File: src/sbf_pkg.sv
// Constants and state types for the buffered serial port block.
// Assumes one byte-wide register port and a single clk domain.
package sbf_pkg;
    localparam int AW = 3;
    localparam int DW = 8;
    // Register addresses
    localparam logic [AW-1:0] A_CTRLA = 3'h0;
    localparam logic [AW-1:0] A_CTRLB = 3'h1;
    localparam logic [AW-1:0] A_INTCTRL = 3'h2;
    localparam logic [AW-1:0] A_FLAGS = 3'h3;
    localparam logic [AW-1:0] A_DATA = 3'h4;
    localparam logic [AW-1:0] A_FLAGCLR = 3'h5;
    // Field positions
    localparam int B_EN = 0;
    localparam int B_PRESC = 1;
    localparam int B_CLK2X = 4;
    localparam int B_MASTER = 5;
    localparam int B_BUFOP = 7;
    localparam int B_SELDIS = 2;
    localparam int B_MODE = 0;
    localparam int B_RXC = 7;
    localparam int B_TXC = 6;
    localparam int B_DRE = 5;
    localparam int B_SS = 4;
    localparam int B_IE = 0;
    localparam int B_OVF = 0;
    localparam logic [DW-1:0] DATA_RST = 8'h00;
    // Half period of the generated clock, in clk cycles, per prescaler
    localparam logic [6:0] HALF_DIV4 = 7'h02;
    localparam logic [6:0] HALF_DIV16 = 7'h08;
    localparam logic [6:0] HALF_DIV64 = 7'h20;
    localparam logic [6:0] HALF_DIV128 = 7'h40;
    localparam logic [3:0] LAST_EDGE = 4'hf;
    localparam logic [3:0] LAST_SAMPLE = 4'h7;

    typedef enum logic {LINK_IDLE, LINK_SHIFT} sbf_link_t;

    typedef struct packed {
        logic en, master, clk2x;
        logic [1:0] presc;
        logic buffered_operation_enable, selDis;
        logic [1:0] mode;
        logic rxcie, txcie, txEmptyIe, ssie, ie;
        logic txcif, selFlag, ovfFlag, ifl, ovfPend, reload;
        logic txFull;
        logic [DW-1:0] txBuf, txSh, rxSh, rdata;
        sbf_link_t phase;
        logic [3:0] edgeCnt, sampCnt;
        logic [6:0] halfCnt;
        logic sckLvl, sckPrev, sdo, irq, sckOeN, misoOeN;
    } sbf_state_t;
endpackage

File: src/sbf_rx_if.sv
// Receive buffer link between the port logic and its byte store.
// Assumes both ends run on the same clock.
`timescale 1ns/1ps
interface sbf_rx_if #(
    parameter int WIDTH = 8,
    parameter int DEPTH = 2
);
    localparam int CW = $clog2(DEPTH + 1);
    logic push;
    logic [WIDTH-1:0] pushData;
    logic pop;
    logic [WIDTH-1:0] head;
    logic [CW-1:0] count;
    modport producer (output push, pushData, pop, input head, count);
    modport store (input push, pushData, pop, output head, count);
endinterface

File: src/sbf_sync.sv
// Two-stage synchroniser for pins from outside the clk domain.
// Assumes only the second stage is read by any logic.
`timescale 1ns/1ps
module sbf_sync #(
    parameter int WIDTH = 4,
    parameter logic [WIDTH-1:0] RST = '0
)(
    input logic clk,
    input logic rstn,
    input logic [WIDTH-1:0] d,
    output logic [WIDTH-1:0] q
);
    typedef struct packed {
        logic [WIDTH-1:0] s1, s2;
    } sbf_sync_t;
    sbf_sync_t st_reg, st_next;

    // Stage one feeds stage two only
    always_comb
    begin
        st_next.s1 = d;
        st_next.s2 = st_reg.s1;
    end

    always_ff @(posedge clk)
    begin
        if (!rstn)
        begin
            st_reg.s1 <= RST;
            st_reg.s2 <= RST;
        end
        else
            st_reg <= st_next;
    end

    assign q = st_reg.s2;
endmodule

File: src/sbf_rx_fifo.sv
// Small receive store: oldest byte at the head, pop moves the rest up.
// Assumes the producer never pushes into a full store without a pop.
`timescale 1ns/1ps
module sbf_rx_fifo #(
    parameter int WIDTH = 8,
    parameter int DEPTH = 2
)(
    input logic clk,
    input logic rstn,
    sbf_rx_if.store rx
);
    localparam int CW = $clog2(DEPTH + 1);
    typedef struct packed {
        logic [DEPTH-1:0][WIDTH-1:0] ent;
        logic [CW-1:0] cnt;
    } sbf_fifo_t;
    sbf_fifo_t st_reg, st_next;

    // Pop first so a pop and a push in one cycle both succeed
    always_comb
    begin
        st_next = st_reg;
        if (rx.pop && st_reg.cnt != '0)
        begin
            for (int i = 0; i < DEPTH - 1; i++)
                st_next.ent[i] = st_reg.ent[i+1];
            st_next.ent[DEPTH-1] = '0;
            st_next.cnt = st_reg.cnt - CW'(1);
        end
        if (rx.push && st_next.cnt < CW'(DEPTH))
        begin
            st_next.ent[st_next.cnt] = rx.pushData;
            st_next.cnt = st_next.cnt + CW'(1);
        end
    end

    always_ff @(posedge clk)
    begin
        if (!rstn)
            st_reg <= '0;
        else
            st_reg <= st_next;
    end

    assign rx.head = st_reg.ent[0];
    assign rx.count = st_reg.cnt;
endmodule

File: src/sbf_spi.sv
// Serial port, master or slave, with buffered flags and data register.
// Assumes clk runs much faster than the link clock; pins are synchronised.
//
// Decided for this implementation: the address-and-strobe port.
`timescale 1ns/1ps
// How it works
// - Empty flag high while transmit buffer empty, low while byte waits.
// - Empty flag comes out of reset set.
// - Writing the data register clears the empty flag.
// - Enabled empty interrupt keeps requesting until written or disabled.
// - Without buffering the empty and select flags do nothing.
// - Buffered: select pulled low while master sets select flag, goes slave.
// - Select flag never sets while select-line-disable is one.
// - Writing one to the select flag clears it; zero leaves it.
// - Overrun sets when both entries full and a third byte arrives.
// - With no transmit data, overrun waits for the next transfer start.
// - Overrun stays until software reads the data register.
// - Writing the data register as an idle master starts shifting that byte out.
// - Reading data returns oldest byte and moves the rest forward.
// - Buffered mode: two receive entries, one transmit, separate flags.
// - With select-line-disable set, low select keeps master operation.
module sbf_spi #(
    parameter int RX_DEPTH = 2
)(
    input logic clk,
    input logic rstn,
    input logic [sbf_pkg::AW-1:0] regAddr,
    input logic [sbf_pkg::DW-1:0] regWdata,
    input logic regWr,
    input logic regRd,
    output logic [sbf_pkg::DW-1:0] regRdata,
    output logic irq,
    input logic sckIn,
    output logic sckOut,
    output logic sckOe_n,
    input logic mosiIn,
    output logic mosiOut,
    output logic mosiOe_n,
    input logic misoIn,
    output logic misoOut,
    output logic misoOe_n,
    input logic ssIn_n
);
    localparam int CW = $clog2(RX_DEPTH + 1);
    sbf_pkg::sbf_state_t st_reg, st_next;
    logic ssQ, sckQ, mosiQ, misoQ;
    logic dataWr, dataRd, flagsWr, clrWr, ssTrig, cpha, cpol, shifting;
    logic mstEdge, slvEdge, edgeNow, leading, sampleNow, setupNow, inBit;
    logic byteDone, rxFull, rxPush, rxPop, lostByte, slvSel, xferStart;
    logic [sbf_pkg::DW-1:0] rxNew;
    logic [6:0] halfSel;

    sbf_rx_if #(.WIDTH(sbf_pkg::DW), .DEPTH(RX_DEPTH)) rx ();

    sbf_sync #(.WIDTH(4), .RST(4'h8)) u_sync (
        .clk(clk),
        .rstn(rstn),
        .d({ssIn_n, sckIn, mosiIn, misoIn}),
        .q({ssQ, sckQ, mosiQ, misoQ})
    );

    sbf_rx_fifo #(.WIDTH(sbf_pkg::DW), .DEPTH(RX_DEPTH)) u_fifo (
        .clk(clk),
        .rstn(rstn),
        .rx(rx.store)
    );

    // Cheap helper: present bit 7 now, keep the rest for later edges
    function automatic logic [sbf_pkg::DW:0] present(
        input logic [sbf_pkg::DW-1:0] b);
        present = {b[sbf_pkg::DW-1], b[sbf_pkg::DW-2:0], 1'b0};
    endfunction

    // Bus decode
    assign dataWr = regWr && (regAddr == sbf_pkg::A_DATA);
    assign dataRd = regRd && (regAddr == sbf_pkg::A_DATA);
    assign flagsWr = regWr && (regAddr == sbf_pkg::A_FLAGS);
    assign clrWr = regWr && (regAddr == sbf_pkg::A_FLAGCLR);

    // Link edge detection; master edges come from the divider
    assign cpha = st_reg.mode[0];
    assign cpol = st_reg.mode[1];
    assign shifting = st_reg.phase == sbf_pkg::LINK_SHIFT;
    assign ssTrig = st_reg.en && st_reg.master && !ssQ && !st_reg.selDis;
    assign mstEdge = shifting && st_reg.master && (st_reg.halfCnt == '0);
    assign slvEdge = shifting && !st_reg.master && (sckQ != st_reg.sckPrev);
    assign edgeNow = mstEdge || slvEdge;
    assign leading = st_reg.master ? !st_reg.edgeCnt[0] : (sckQ != cpol);
    assign sampleNow = edgeNow && (leading ^ cpha);
    assign setupNow = edgeNow && !(leading ^ cpha);
    assign inBit = st_reg.master ? misoQ : mosiQ;
    assign rxNew = sampleNow ? {st_reg.rxSh[6:0], inBit} : st_reg.rxSh;
    assign byteDone = st_reg.master
        ? (mstEdge && st_reg.edgeCnt == sbf_pkg::LAST_EDGE)
        : (sampleNow && st_reg.sampCnt == sbf_pkg::LAST_SAMPLE);

    // Receive store handshake; a pop frees room for a same-cycle push
    assign rxFull = rx.count == CW'(RX_DEPTH);
    assign rxPop = dataRd && (rx.count != '0);
    assign rxPush = byteDone && (!rxFull || rxPop);
    assign lostByte = byteDone && !rxPush;
    assign rx.push = rxPush;
    assign rx.pushData = rxNew;
    assign rx.pop = rxPop;

    assign slvSel = st_reg.en && !st_reg.master && !ssQ;
    assign xferStart = !shifting && !ssTrig && st_reg.en
        && (st_reg.master ? st_reg.txFull : !ssQ);

    // Divider reload; double speed halves the half period
    always_comb
    begin
        unique case (st_reg.presc)
            2'h0: halfSel = sbf_pkg::HALF_DIV4;
            2'h1: halfSel = sbf_pkg::HALF_DIV16;
            2'h2: halfSel = sbf_pkg::HALF_DIV64;
            2'h3: halfSel = sbf_pkg::HALF_DIV128;
        endcase
        if (st_reg.clk2x)
            halfSel = halfSel >> 1;
        halfSel = halfSel - 7'h01;
    end

    // Whole next state; software clears come before hardware sets
    always_comb
    begin
        st_next = st_reg;
        st_next.sckPrev = sckQ;
        st_next.rdata = '0;
        if (regWr && regAddr == sbf_pkg::A_CTRLA)
        begin
            st_next.en = regWdata[sbf_pkg::B_EN];
            st_next.presc = regWdata[sbf_pkg::B_PRESC +: 2];
            st_next.clk2x = regWdata[sbf_pkg::B_CLK2X];
            st_next.master = regWdata[sbf_pkg::B_MASTER];
        end
        if (regWr && regAddr == sbf_pkg::A_CTRLB)
        begin
            st_next.buffered_operation_enable = regWdata[sbf_pkg::B_BUFOP];
            st_next.selDis = regWdata[sbf_pkg::B_SELDIS];
            st_next.mode = regWdata[sbf_pkg::B_MODE +: 2];
        end
        if (regWr && regAddr == sbf_pkg::A_INTCTRL)
        begin
            st_next.rxcie = regWdata[sbf_pkg::B_RXC];
            st_next.txcie = regWdata[sbf_pkg::B_TXC];
            st_next.txEmptyIe = regWdata[sbf_pkg::B_DRE];
            st_next.ssie = regWdata[sbf_pkg::B_SS];
            st_next.ie = regWdata[sbf_pkg::B_IE];
        end
        // Write-one-to-clear; the overrun position is ignored here
        if ((flagsWr || clrWr) && regWdata[sbf_pkg::B_TXC])
            st_next.txcif = 1'b0;
        if ((flagsWr || clrWr) && regWdata[sbf_pkg::B_SS])
            st_next.selFlag = 1'b0;
        // A data write fills the single transmit entry; unbuffered, only when idle and the entry is empty
        if (dataWr && (st_reg.buffered_operation_enable || (!shifting && !st_reg.txFull)))
        begin
            st_next.txBuf = regWdata;
            st_next.txFull = 1'b1;
        end
        if (dataRd)
            st_next.ovfFlag = 1'b0;
        if (dataRd || dataWr)
            st_next.ifl = 1'b0;

        // Link sequencing
        if (ssTrig)
        begin
            // Forced out of master; abort any byte in flight
            st_next.master = 1'b0;
            st_next.phase = sbf_pkg::LINK_IDLE;
            if (st_reg.buffered_operation_enable)
                st_next.selFlag = 1'b1;
            else
                st_next.ifl = 1'b1;
        end
        else if (xferStart)
        begin
            st_next.phase = sbf_pkg::LINK_SHIFT;
            st_next.edgeCnt = '0;
            st_next.sampCnt = '0;
            st_next.halfCnt = halfSel;
            st_next.sckLvl = cpol;
            st_next.reload = 1'b0;
            if (st_reg.txFull)
            begin
                st_next.txFull = dataWr && st_reg.buffered_operation_enable;
                {st_next.sdo, st_next.txSh} = present(st_reg.txBuf);
            end
            else
                {st_next.sdo, st_next.txSh} = '0;
            if (st_reg.ovfPend)
            begin
                st_next.ovfFlag = 1'b1;
                st_next.ovfPend = 1'b0;
            end
        end
        else if (shifting && !st_reg.master && ssQ)
            st_next.phase = sbf_pkg::LINK_IDLE;
        else if (shifting)
        begin
            if (st_reg.master)
            begin
                st_next.halfCnt = mstEdge ? halfSel
                    : st_reg.halfCnt - 7'h01;
                if (mstEdge)
                begin
                    st_next.sckLvl = !st_reg.sckLvl;
                    st_next.edgeCnt = st_reg.edgeCnt + 4'h1;
                end
            end
            if (sampleNow)
            begin
                st_next.rxSh = rxNew;
                st_next.sampCnt = st_reg.sampCnt + 4'h1;
                if (st_reg.sampCnt == '0 && st_reg.ovfPend)
                begin
                    st_next.ovfFlag = 1'b1;
                    st_next.ovfPend = 1'b0;
                end
            end
            // A slave reloads on the first setup edge after a byte
            if (setupNow && st_reg.reload)
            begin
                st_next.reload = 1'b0;
                if (st_reg.txFull)
                begin
                    {st_next.sdo, st_next.txSh} = present(st_reg.txBuf);
                    st_next.txFull = dataWr && st_reg.buffered_operation_enable;
                end
                else
                    {st_next.sdo, st_next.txSh} = '0;
            end
            else if (setupNow)
            begin
                st_next.sdo = st_reg.txSh[sbf_pkg::DW-1];
                st_next.txSh = {st_reg.txSh[sbf_pkg::DW-2:0], 1'b0};
            end
            if (byteDone)
            begin
                if (st_reg.master)
                begin
                    st_next.phase = sbf_pkg::LINK_IDLE;
                    st_next.sckLvl = cpol;
                end
                else
                begin
                    st_next.sampCnt = '0;
                    st_next.reload = 1'b1;
                end
                if (!st_reg.buffered_operation_enable)
                    st_next.ifl = 1'b1;
                else if (!st_reg.txFull)
                    st_next.txcif = 1'b1;
                // Third byte lost; flag now only if more data will go out
                if (lostByte && st_reg.buffered_operation_enable && st_reg.txFull)
                    st_next.ovfFlag = 1'b1;
                else if (lostByte && st_reg.buffered_operation_enable)
                    st_next.ovfPend = 1'b1;
            end
        end
        else if (st_reg.master)
            st_next.sckLvl = cpol;

        // Register reads; unmapped and write-only addresses give zero
        if (regRd)
        begin
            unique case (regAddr)
                sbf_pkg::A_CTRLA:
                begin
                    st_next.rdata[sbf_pkg::B_EN] = st_reg.en;
                    st_next.rdata[sbf_pkg::B_PRESC +: 2] = st_reg.presc;
                    st_next.rdata[sbf_pkg::B_CLK2X] = st_reg.clk2x;
                    st_next.rdata[sbf_pkg::B_MASTER] = st_reg.master;
                end
                sbf_pkg::A_CTRLB:
                begin
                    st_next.rdata[sbf_pkg::B_BUFOP] = st_reg.buffered_operation_enable;
                    st_next.rdata[sbf_pkg::B_SELDIS] = st_reg.selDis;
                    st_next.rdata[sbf_pkg::B_MODE +: 2] = st_reg.mode;
                end
                sbf_pkg::A_INTCTRL:
                begin
                    st_next.rdata[sbf_pkg::B_RXC] = st_reg.rxcie;
                    st_next.rdata[sbf_pkg::B_TXC] = st_reg.txcie;
                    st_next.rdata[sbf_pkg::B_DRE] = st_reg.txEmptyIe;
                    st_next.rdata[sbf_pkg::B_SS] = st_reg.ssie;
                    st_next.rdata[sbf_pkg::B_IE] = st_reg.ie;
                end
                sbf_pkg::A_FLAGS:
                begin
                    // Buffer-mode flags read as zero when unbuffered
                    if (st_reg.buffered_operation_enable)
                    begin
                        st_next.rdata[sbf_pkg::B_RXC] = rx.count != '0;
                        st_next.rdata[sbf_pkg::B_TXC] = st_reg.txcif;
                        st_next.rdata[sbf_pkg::B_DRE] = !st_reg.txFull;
                        st_next.rdata[sbf_pkg::B_SS] = st_reg.selFlag;
                        st_next.rdata[sbf_pkg::B_OVF] = st_reg.ovfFlag;
                    end
                    else
                        st_next.rdata[sbf_pkg::B_RXC] = st_reg.ifl;
                end
                sbf_pkg::A_DATA: st_next.rdata = rx.head;
                default: st_next.rdata = '0;
            endcase
        end

        // One level interrupt; unbuffered only the plain flag counts
        if (st_reg.buffered_operation_enable)
            st_next.irq = (st_reg.rxcie && rx.count != '0)
                || (st_reg.txcie && st_reg.txcif)
                || (st_reg.txEmptyIe && !st_reg.txFull)
                || (st_reg.ssie && st_reg.selFlag);
        else
            st_next.irq = st_reg.ie && st_reg.ifl;

        // Pin enables are registered so every output leaves a flop
        st_next.sckOeN = !(st_next.en && st_next.master);
        st_next.misoOeN = !(st_next.en && !st_next.master && !ssQ);
    end

    // Transmit entry empty after reset
    always_ff @(posedge clk)
    begin
        if (!rstn)
        begin
            st_reg <= '0;
            st_reg.sckOeN <= 1'b1;
            st_reg.misoOeN <= 1'b1;
        end
        else
            st_reg <= st_next;
    end

    assign regRdata = st_reg.rdata;
    assign irq = st_reg.irq;
    assign sckOut = st_reg.sckLvl;
    assign sckOe_n = st_reg.sckOeN;
    assign mosiOut = st_reg.sdo;
    assign mosiOe_n = st_reg.sckOeN;
    assign misoOut = st_reg.sdo;
    assign misoOe_n = st_reg.misoOeN;
endmodule

File: config.mk
export PLATFORM = sky130hd
export DESIGN_NAME = sbf_spi
export DESIGN_NICKNAME = d
export VERILOG_FILES = /design/src/sbf_pkg.sv /design/src/sbf_rx_if.sv /design/src/sbf_sync.sv /design/src/sbf_rx_fifo.sv /design/src/sbf_spi.sv
export SDC_FILE = /design/constraint.sdc
export NUM_CORES = 1
export LEC_CHECK = 0
export BUFFER_PORTS_ARGS = -buffer_cell sky130_fd_sc_hd__buf_2
export CORE_AREA = 2 2 73 127
export DETAILED_ROUTE_END_ITERATION = 16
export DIE_AREA = 0 0 75 129
export GPL_TIMING_DRIVEN = 0
export MAX_ROUTING_LAYER = met4
export PLACE_DENSITY = 0.8
export SYNTH_ARGS = -nofsm -noshare
export SYNTH_HDL_FRONTEND = slang
export SYNTH_SLANG_ARGS = --single-unit
File: constraint.sdc
create_clock -name clk -period 4.77 [get_ports clk]
set_input_delay 1.431 -clock clk [delete_from_list [all_inputs] [get_ports clk]]
set_output_delay 1.431 -clock clk [all_outputs]
set_load 0.01 [all_outputs]
==> results_dict.tcl, run 1 <==
set metrics [dict create \
    hold_viol_final 0 \
    layout-drive-gt1-share_pct 14.0 \
    grt_pass1_wl_mm 21.4 \
    cts-resized-gates 0 \
    cts_sinks 100 \
    wl_met2_mm 7.20 \
    place_area_um2 5330 \
    finalClockSkew_ns 0.00976 \
    antenna_cells 0 \
    netlist_top_cells_area "dfxtp_1 (40%), mux2i_1 (9.7%), nand2_1 (5.4%)" \
    synth_seq_cells 100 \
    reg2reg_to "u_fifo.st_reg[16]$_SDFF_PN0_" \
    hp-start "u_sync.st_next[3]$_SDFF_PN1_" \
    min_to "u_sync.q[3]$_SDFF_PN1_" \
    fmaxAchievable_ghz 0.230 \
    maxCapViolCount 0 \
    synth.area.mux_share_pct 13.8 \
    drc 0 \
    met1_length_mm 5.00 \
    tns_ns 0 \
    fin_crit_sh_pct 91.1 \
    grt_usage_pct 30.0 \
    core-area_um2 8610 \
    ys_seq_area_share_pct 39.8 \
    avgRoutedWirePerCell_um 18.0 \
    post_cts_buffers 0 \
    synth_area_per_cell_um2 8.62 \
    ys_async_sr_fraction_pct 0 \
    yosysTopAreaCell "dfxtp_1" \
    synthMostInstantiatedCell "dfxtp_1" \
    area_growth_pct 12.1 \
    cts_tree "done" \
    io_buffers 30 \
    arrival_ns 4.62 \
    cts_root_buffer "clkbuf_16" \
    pin_count 34 \
    vias 4458 \
    top_layer "met4" \
    utilization_pct 65.5 \
    grt.overflow.total 0 \
    r2r_slack_ns 1.71 \
    synth_top_family_by_area "simple AND/OR/NAND/NOR gates" \
    grt_max_degree 19 \
    fin_nets 653 \
    start_util_pct 58.4 \
    synth_edf_count 0 \
    clkLatencyLatePin_ns 0.36 \
    antenna_found_initial 0 \
    rr_startpoint "u_fifo.rx.count[0]$_SDFF_PN0_" \
    yosys_warnings 0 \
    syn_nets 612 \
    die_height_um 129 \
    cp.required_ns 5.05 \
    syn_area_um2 5030 \
    final_area_um2 5640 \
    syn_inst 584 \
    period_minus_slack_ns 4.35 \
    outcome "finished clean" \
    drtIter0Drc 326 \
    synth_top_flop_cell "dfxtp_1" \
    hp-class "reg2reg" \
    cp-end-kind "flip-flop" \
    worst_pin_slew_ns 1.15 \
    wl_mm 13.5 \
    worstSetupPathType "in2reg" \
    cts_max_level 3 \
    ff2ff_path_depth 10 \
    hpwl_mm 10.0 \
    dr_wl_met3_um 594 \
    synthAdderAreaFrac_pct 2.24 \
    fp.dieArea_um2 9680 \
    setup_viol 0 \
    hold-path-cell-count 1 \
    start_kind "primary input" \
    largest_reg_flops 58 \
    power_density_nw_per_um2 300 \
    synth_common_cells "dfxtp_1 (100), nand2_1 (72), nor2_1 (57), mux2i_1 (49), a21oi_1 (37)" \
    dieWidth_um 75 \
    clk_path_buf_depth 2 \
    clk_transition_reported_paths_ns 0.07 \
    ant_nets 0 \
    std_cell_rows 45 \
    synthSimpleGateAreaFrac_pct 21.9 \
    finalMaxSlewViolations 0 \
    postCtsHoldBufs 0 \
    fillCellCount 743 \
    crit_fanout 10 \
    numCtsBuffers 9 \
    relSlewSlack_pct 22.9 \
    ir_worst_vdd_mv 0.237 \
    hold_ws_ns 0.416 \
    grt_pass1_vias 4512 \
    ys_types 63 \
    grt_setup_unrepaired "false" \
    synth_xor_area_share_pct 1.04 \
    vias_per_cell 5.97 \
    p_leak_nw 2.13 \
    firstDrtPassIters 5 \
    synth-compound-area-share_pct 15.6 \
    globalplace.congestion 0.937 \
    synth_top_area_share_pct 39.8 \
]
-- report_power, final --
group          internal (mW)  total [mW]  switching (mW)
Sequential             0.842       0.849         0.00711
Combinational         0.0273      0.0809          0.0536
Clock                  0.416       0.760           0.344
Total                   1.29        1.69           0.405
-- worst max-delay path by stage --
stage / startpoint / endpoint / slack (ns) / cells after the start
2_1_floorplan: regAddr[0] / u_fifo.st_reg[10]$_SDFF_PN0_ / 0.91 / 9
3_3_place_gp: regAddr[0] / u_fifo.st_reg[15]$_SDFF_PN0_ / 0.26 / 9
3_5_place_dp: regAddr[0] / u_fifo.st_reg[16]$_SDFF_PN0_ / 0.09 / 9
4_1_cts: regAddr[0] / u_fifo.st_reg[16]$_SDFF_PN0_ / 0.44 / 9
5_1_grt: regAddr[0] / u_fifo.st_reg[16]$_SDFF_PN0_ / 0.24 / 9
6_report: regAddr[0] / u_fifo.st_reg[16]$_SDFF_PN0_ / 0.42 / 9
-- metal layers --
metal  vias to the layer above  track usage, %
met5                         -               -
met1                      2111            30.6
met2                       156            52.1
met4                         0            16.9
li1                       2136               -
met3                        55            5.48
-- kinds of logic after synthesis --
kind of cell               count (synthesis)
and+or+nand+nor                          224
AOI/OAI and AO/OA                        115
DFF                                      100
muxes                                     67
buffers and inverters                     63
adders and majority gates                  9
xor gates and xnor gates                   6
-- cells in the final DEF (no fill, tap or decap), types with 3 or more instances in the layout --
cell type,Yosys,layout
a2111o_1,3,3
a21o_1,3,3
a21oi_1,37,37
a221oi_1,3,3
a22oi_1,4,4
a31oi_1,11,11
and2_1,19,19
and3_1,4,4
buf_1,7,7
buf_2,3,33
buf_4,10,10
clkbuf_1,26,26
clkbuf_16,0,9
dfxtp_1,100,100
ha_1,9,9
inv_1,15,15
mux2_2,17,17
mux2i_1,49,49
nand2_1,72,72
nand2b_1,8,8
nand3_1,18,18
nand3b_1,3,3
nand4_1,5,5
nor2_1,57,57
nor2b_1,6,6
nor3_1,7,7
nor3b_1,5,5
o211ai_1,5,5
o21a_1,3,3
o21ai_0,15,15
o22a_1,3,3
o22ai_1,8,8
or2_2,3,3
or3_1,6,6
xnor2_1,5,5
-- stage by stage --
stage               std cells  power [mW]  setup WS, ns
finish                    747        1.69         0.423
global route              747        1.74         0.243
CTS                       747        1.69         0.443
detailed placement        731       0.948        0.0939
global placement          731       0.946         0.256
floorplan                 584       0.917         0.914
-- worst max-delay path: stages --
cell and delay [ns]:
clkbuf_1 0.23, nor3b_1 0.61, nand3b_1 0.40, clkbuf_1 0.37, a21oi_1 0.36, ha_1 0.21
inv_1 0.06, a2111oi_4 0.67, mux2i_1 0.28
-- final cells by class --
class	count	area [um^2]	share of cell area, %
multi-input combinational	421	2750	48.7
tap	117	146	2.59
timing repair buffer	30	150	2.66
inverter	16	60.1	1.06
sequential	100	2000	35.5
buffer	47	225	3.99
clock inverter	7	85.1	1.51
clock buffer	9	225	3.99
Power figures use the tool's default switching activity.
==> inputs of run 2 (changes only) <==
- BUFFER_PORTS_ARGS: -buffer_cell sky130_fd_sc_hd__buf_2 -> -buffer_cell sky130_fd_sc_hd__clkbuf_2
- GPL_ROUTABILITY_DRIVEN: unset -> 0
==> run 2 against run 1 <==
Clock skew decreased by 0.0012 ns. Non-clock buffer count stayed put. Clock power down 7.5%. Global-route usage fell by 0.86 points. Maximum frequency down 0.15%. Final area shrank 0.44%. Critical path type unchanged.
==> results_dict.tcl, run 2 (same netlist as run 1, synthesis figures left out) <==
set metrics [dict create \
    drc 0 \
    place_ws_ns 0.0991 \
    grt_usage_pct 29.2 \
    grt_pass1_wl_mm 20.9 \
    worst_pin_slew_ns 1.15 \
    fin_nets 653 \
    hold_viol_final 0 \
    cts_max_level 3 \
    cts_tree "done" \
    ant_nets 0 \
    layout_commonest_cell "dfxtp_1" \
    fillCellCount 715 \
    setup_ws_ns 0.416 \
    hpwl_mm 9.82 \
    core-area_um2 8610 \
    outcome "finished clean" \
    drtIter0Drc 376 \
    grt_setup_unrepaired "false" \
    area_growth_pct 11.6 \
    numCtsBuffers 9 \
    wl_mm 13.2 \
    arrival_ns 4.63 \
    relSlewSlack_pct 23.3 \
    dp_cells 731 \
    worstSetupPathType "in2reg" \
    cts-resized-gates 0 \
    hp-class "reg2reg" \
    layout-drive-gt1-share_pct 13.8 \
    antenna_found_initial 0 \
    clk_transition_reported_paths_ns 0.07 \
    cp-end-kind "flip-flop" \
    fin_cells 747 \
    cts_sinks 100 \
    largest_reg_flops 58 \
    clk_path_buf_depth 2 \
    std_cell_rows 45 \
    antenna_cells 0 \
    p_leak_nw 2.12 \
    io_buffers 30 \
    final_cell_mix "dfxtp_1 (100), nand2_1 (72), nor2_1 (57), mux2i_1 (49), a21oi_1 (37)" \
    hold_ws_ns 0.427 \
    cp.required_ns 5.04 \
    start_util_pct 58.4 \
    finalClockSkew_ns 0.00858 \
    pin_count 34 \
    firstDrtPassIters 7 \
    fin_crit_sh_pct 91.3 \
    post_cts_buffers 0 \
    power_density_nw_per_um2 291 \
    clkLatencyLatePin_ns 0.35 \
    utilization_pct 65.2 \
    ir_worst_vdd_mv 0.252 \
    vias 4467 \
    grt_max_degree 18 \
    grt.overflow.total 0 \
    period_minus_slack_ns 4.35 \
    setup_viol 0 \
    die_height_um 129 \
    fp.dieArea_um2 9680 \
    grt_pass1_vias 4334 \
    vias_per_cell 5.98 \
    maxCapViolCount 0 \
    avgRoutedWirePerCell_um 17.7 \
    seqCellArea_um2 2000 \
    r2r_slack_ns 1.69 \
    cts_root_buffer "clkbuf_16" \
    tns_ns 0 \
    start_kind "primary input" \
    dieWidth_um 75 \
    multi_input_area_um2 2750 \
    crit_fanout 10 \
    finalMaxSlewViolations 0 \
    postCtsHoldBufs 0 \
    fmaxAchievable_ghz 0.230 \
]
-- run 2: layer usage --
layer	track usage (%)	up-vias	part of all wire, %
li1	-	2139	-
met5	-	-	0
met2	47.7	173	51
met1	31.0	2100	37
met3	4.70	55	4.8
met4	20.4	0	6.6
-- run 2: cell type report --
cell class / count / share of cell area (%)
sequential: 100 / 35.6
tap: 117 / 2.61
buffer: 47 / 4.01
multi-input combinational: 421 / 48.9
timing repair buffer: 30 / 2.67
clock buffer: 11 / 4.32
clock inverter: 5 / 0.757
inverter: 16 / 1.07
-- run 2: critical path, stage by stage --
cell       delay (ns)
clkbuf_1         0.22
nor3b_1          0.60
nand3b_1         0.39
clkbuf_1         0.37
a21oi_1          0.39
ha_1             0.20
inv_1            0.06
a2111oi_4        0.66
mux2i_1          0.30
-- run 2: path summary, 6_finish.rpt --
path | startpoint | end | cells after the start
worst min register to register | u_sync.st_next[3]$_SDFF_PN1_ | u_sync.q[3]$_SDFF_PN1_ | 1
worst max register to register | u_fifo.rx.count[0]$_SDFF_PN0_ | u_fifo.st_reg[13]$_SDFF_PN0_ | 10
worst min-delay path | u_sync.st_next[3]$_SDFF_PN1_ | u_sync.q[3]$_SDFF_PN1_ | 1
worst max-delay path | regAddr[0] | u_fifo.st_reg[13]$_SDFF_PN0_ | 9
-- run 2: through the flow --
| step | instance area [um^2] | power [mW] |
|---|---|---|
| 2_1_floorplan | 5030 | 0.917 |
| 6_report | 5620 | 1.63 |
| 3_5_place_dp | 5330 | 0.947 |
| 5_1_grt | 5620 | 1.68 |
| 4_1_cts | 5620 | 1.64 |
| 3_3_place_gp | 5330 | 0.945 |
-- run 2: where the power goes --
part           internal (mW)  switching [mW]  total, mW
logic                 0.0273          0.0531     0.0804
clock network          0.374           0.329      0.703
registers              0.842         0.00699      0.849
total                   1.24           0.389       1.63
==> inputs of run 3 (changes only) <==
- CELL_PAD_IN_SITES_DETAIL_PLACEMENT: unset -> 2
- CELL_PAD_IN_SITES_GLOBAL_PLACEMENT: unset -> 2
- CORE_AREA: 2 2 73 127 -> 2 2 92 160
- DIE_AREA: 0 0 75 129 -> 0 0 94 162
==> run 3 against run 2 <==
First-iteration DRC count is 70% lower. Maximum frequency is 2.1% lower. Final area is 1.3% higher. Cell count is 8.0% higher. Clock skew is 0.0041 ns higher. Hold slack better by 0.0014 ns. Combinational power is 8.3% higher. Die area is 57% higher. Total power is 2.0% higher. Highest routed layer unchanged.
==> results_dict.tcl, run 3 (same netlist as run 1, synthesis figures left out) <==
set metrics [dict create \
    cp.required_ns 5.05 \
    grt_pass1_wl_mm 28.2 \
    numCtsBuffers 9 \
    die_height_um 162 \
    layout-drive-gt1-share_pct 14.0 \
    hpwl_mm 13.3 \
    cts-resized-gates 0 \
    setup_viol 0 \
    arrival_ns 4.72 \
    maxCapViolCount 0 \
    crit_family "compound AO/OA/AOI/OAI gates" \
    avgRoutedWirePerCell_um 21.7 \
    crit_cells 9 \
    final_cell_mix "dfxtp_1 (100), nand2_1 (72), nor2_1 (57), mux2i_1 (49), a21oi_1 (37)" \
    place_ws_ns -0.0923 \
    pin_count 34 \
    power_density_nw_per_um2 293 \
    post_cts_buffers 0 \
    dr_wl_met3_um 343 \
    cp_num_buf_inv 3 \
    relSlewSlack_pct 3.71 \
    period_minus_slack_ns 4.45 \
    ir_worst_vdd_mv 0.155 \
    grt_setup_unrepaired "false" \
    drtIter0Drc 113 \
    cts_root_buffer "clkbuf_16" \
    postCtsHoldBufs 0 \
    antenna_found_initial 0 \
    reg2reg_to "u_fifo.st_reg[11]$_SDFF_PN0_" \
    firstDrtPassIters 4 \
    multi_input_area_um2 2750 \
    hold_viol_final 0 \
    largest_reg_flops 58 \
    wl_mm 17.5 \
    r2r_slack_ns 1.54 \
    grt_usage_pct 24.9 \
    io_buffers 30 \
    cp-end-kind "flip-flop" \
    cp-startpoint "regAddr[0]" \
    std_cell_rows 57 \
    cts_max_level 3 \
    cp_common_cell "clkbuf_1" \
    slowest_stage "a2111oi_4" \
    grt.overflow.total 0 \
    fin_crit_sh_pct 93.2 \
    clk_transition_reported_paths_ns 0.08 \
    grt_pass1_vias 5107 \
    start_kind "primary input" \
    fillCellCount 1590 \
    hp-class "reg2reg" \
    vias 4522 \
    wl_met2_mm 9.88 \
    outcome "finished clean" \
    max_stage_delay_ns 0.70 \
    power.total_mw 1.67 \
    vias_per_cell 5.60 \
    grt_max_degree 19 \
    ant_nets 0 \
    start_util_pct 36.2 \
    endpoint "u_fifo.st_reg[11]$_SDFF_PN0_" \
    seqCellArea_um2 2000 \
    p_leak_nw 2.12 \
    worstSetupPathType "in2reg" \
    area_growth_pct 13.0 \
    met1_length_mm 6.56 \
    dieWidth_um 94 \
    fp.dieArea_um2 15200 \
    setup_ws_ns 0.325 \
    rr_startpoint "u_fifo.rx.count[0]$_SDFF_PN0_" \
    cts_sinks 100 \
    ff2ff_path_depth 10 \
    antenna_cells 0 \
    cts_tree "done" \
    top_layer "met4" \
    core-area_um2 13900 \
    fmaxAchievable_ghz 0.225 \
    layout_commonest_cell "dfxtp_1" \
    finalMaxSlewViolations 0 \
    worst_pin_slew_ns 1.44 \
    crit_fanout 10 \
    drc 0 \
    fin_nets 653 \
    finalClockSkew_ns 0.0127 \
    path_cells "clkbuf_1 -> nor3b_1 -> nand3b_1 -> clkbuf_1 -> a21oi_1 -> ha_1 -> inv_1 -> a2111oi_4 -> mux2i_1" \
    clkLatencyLatePin_ns 0.36 \
    clk_path_buf_depth 2 \
]
-- run 3: worst min-delay path by stage --
stage,from,end,slack (ns),cells past startpoint
floorplan,u_sync.st_next[3]$_SDFF_PN1_,u_sync.q[3]$_SDFF_PN1_,0.39,1
global placement,u_sync.st_next[3]$_SDFF_PN1_,u_sync.q[3]$_SDFF_PN1_,0.40,1
detailed placement,u_sync.st_next[3]$_SDFF_PN1_,u_sync.q[3]$_SDFF_PN1_,0.42,1
CTS,u_sync.st_next[2]$_SDFF_PN0_,u_sync.q[2]$_SDFF_PN0_,0.43,1
global route,u_sync.st_next[2]$_SDFF_PN0_,u_sync.q[2]$_SDFF_PN0_,0.46,1
finish,u_sync.st_next[2]$_SDFF_PN0_,u_sync.q[2]$_SDFF_PN0_,0.43,1
-- run 3: area by class of cell --
class / count / share of cell area, %
multi-input combinational: 421 / 48.3
sequential: 100 / 35.2
clock buffer: 9 / 3.96
buffer: 47 / 3.96
tap: 177 / 3.89
timing repair buffer: 30 / 2.64
inverter: 16 / 1.06
clock inverter: 7 / 1.01
-- run 3: worst reg2reg max path: stages (launching register included) --
cell	delay (ns)
dfxtp_1	0.32
inv_1	0.09
ha_1	0.24
nand3b_1	0.34
clkbuf_1	0.51
nor2_1	0.09
a21oi_1	0.30
ha_1	0.21
inv_1	0.07
a2111oi_4	0.70
mux2i_1	0.29
-- run 3: where the power goes --
group          total [mW]  switching, mW  internal [mW]
logic              0.0871         0.0597         0.0273
registers           0.849        0.00727          0.842
clock network       0.730          0.367          0.362
total                1.67          0.434           1.23
-- run 3: stage by stage --
step	utilization, %	hold slack [ns]	setup TNS, ns	instances	cell area (um^2)
after detailed placement	38.9	0.421	-0.392	791	5410
final	40.9	0.428	0	807	5690
after floorplan	-	0.386	0	584	5030
after global routing	40.9	0.456	0	807	5690
after global placement	38.9	0.400	0	791	5410
after CTS	40.9	0.428	0	807	5690
-- run 3: layer usage --
layer  global-route usage, %  up-vias
li1                        -     2137
met1                    24.9     2284
met2                    46.4       63
met3                    3.15       38
met4                    12.1        0
met5                       -        -
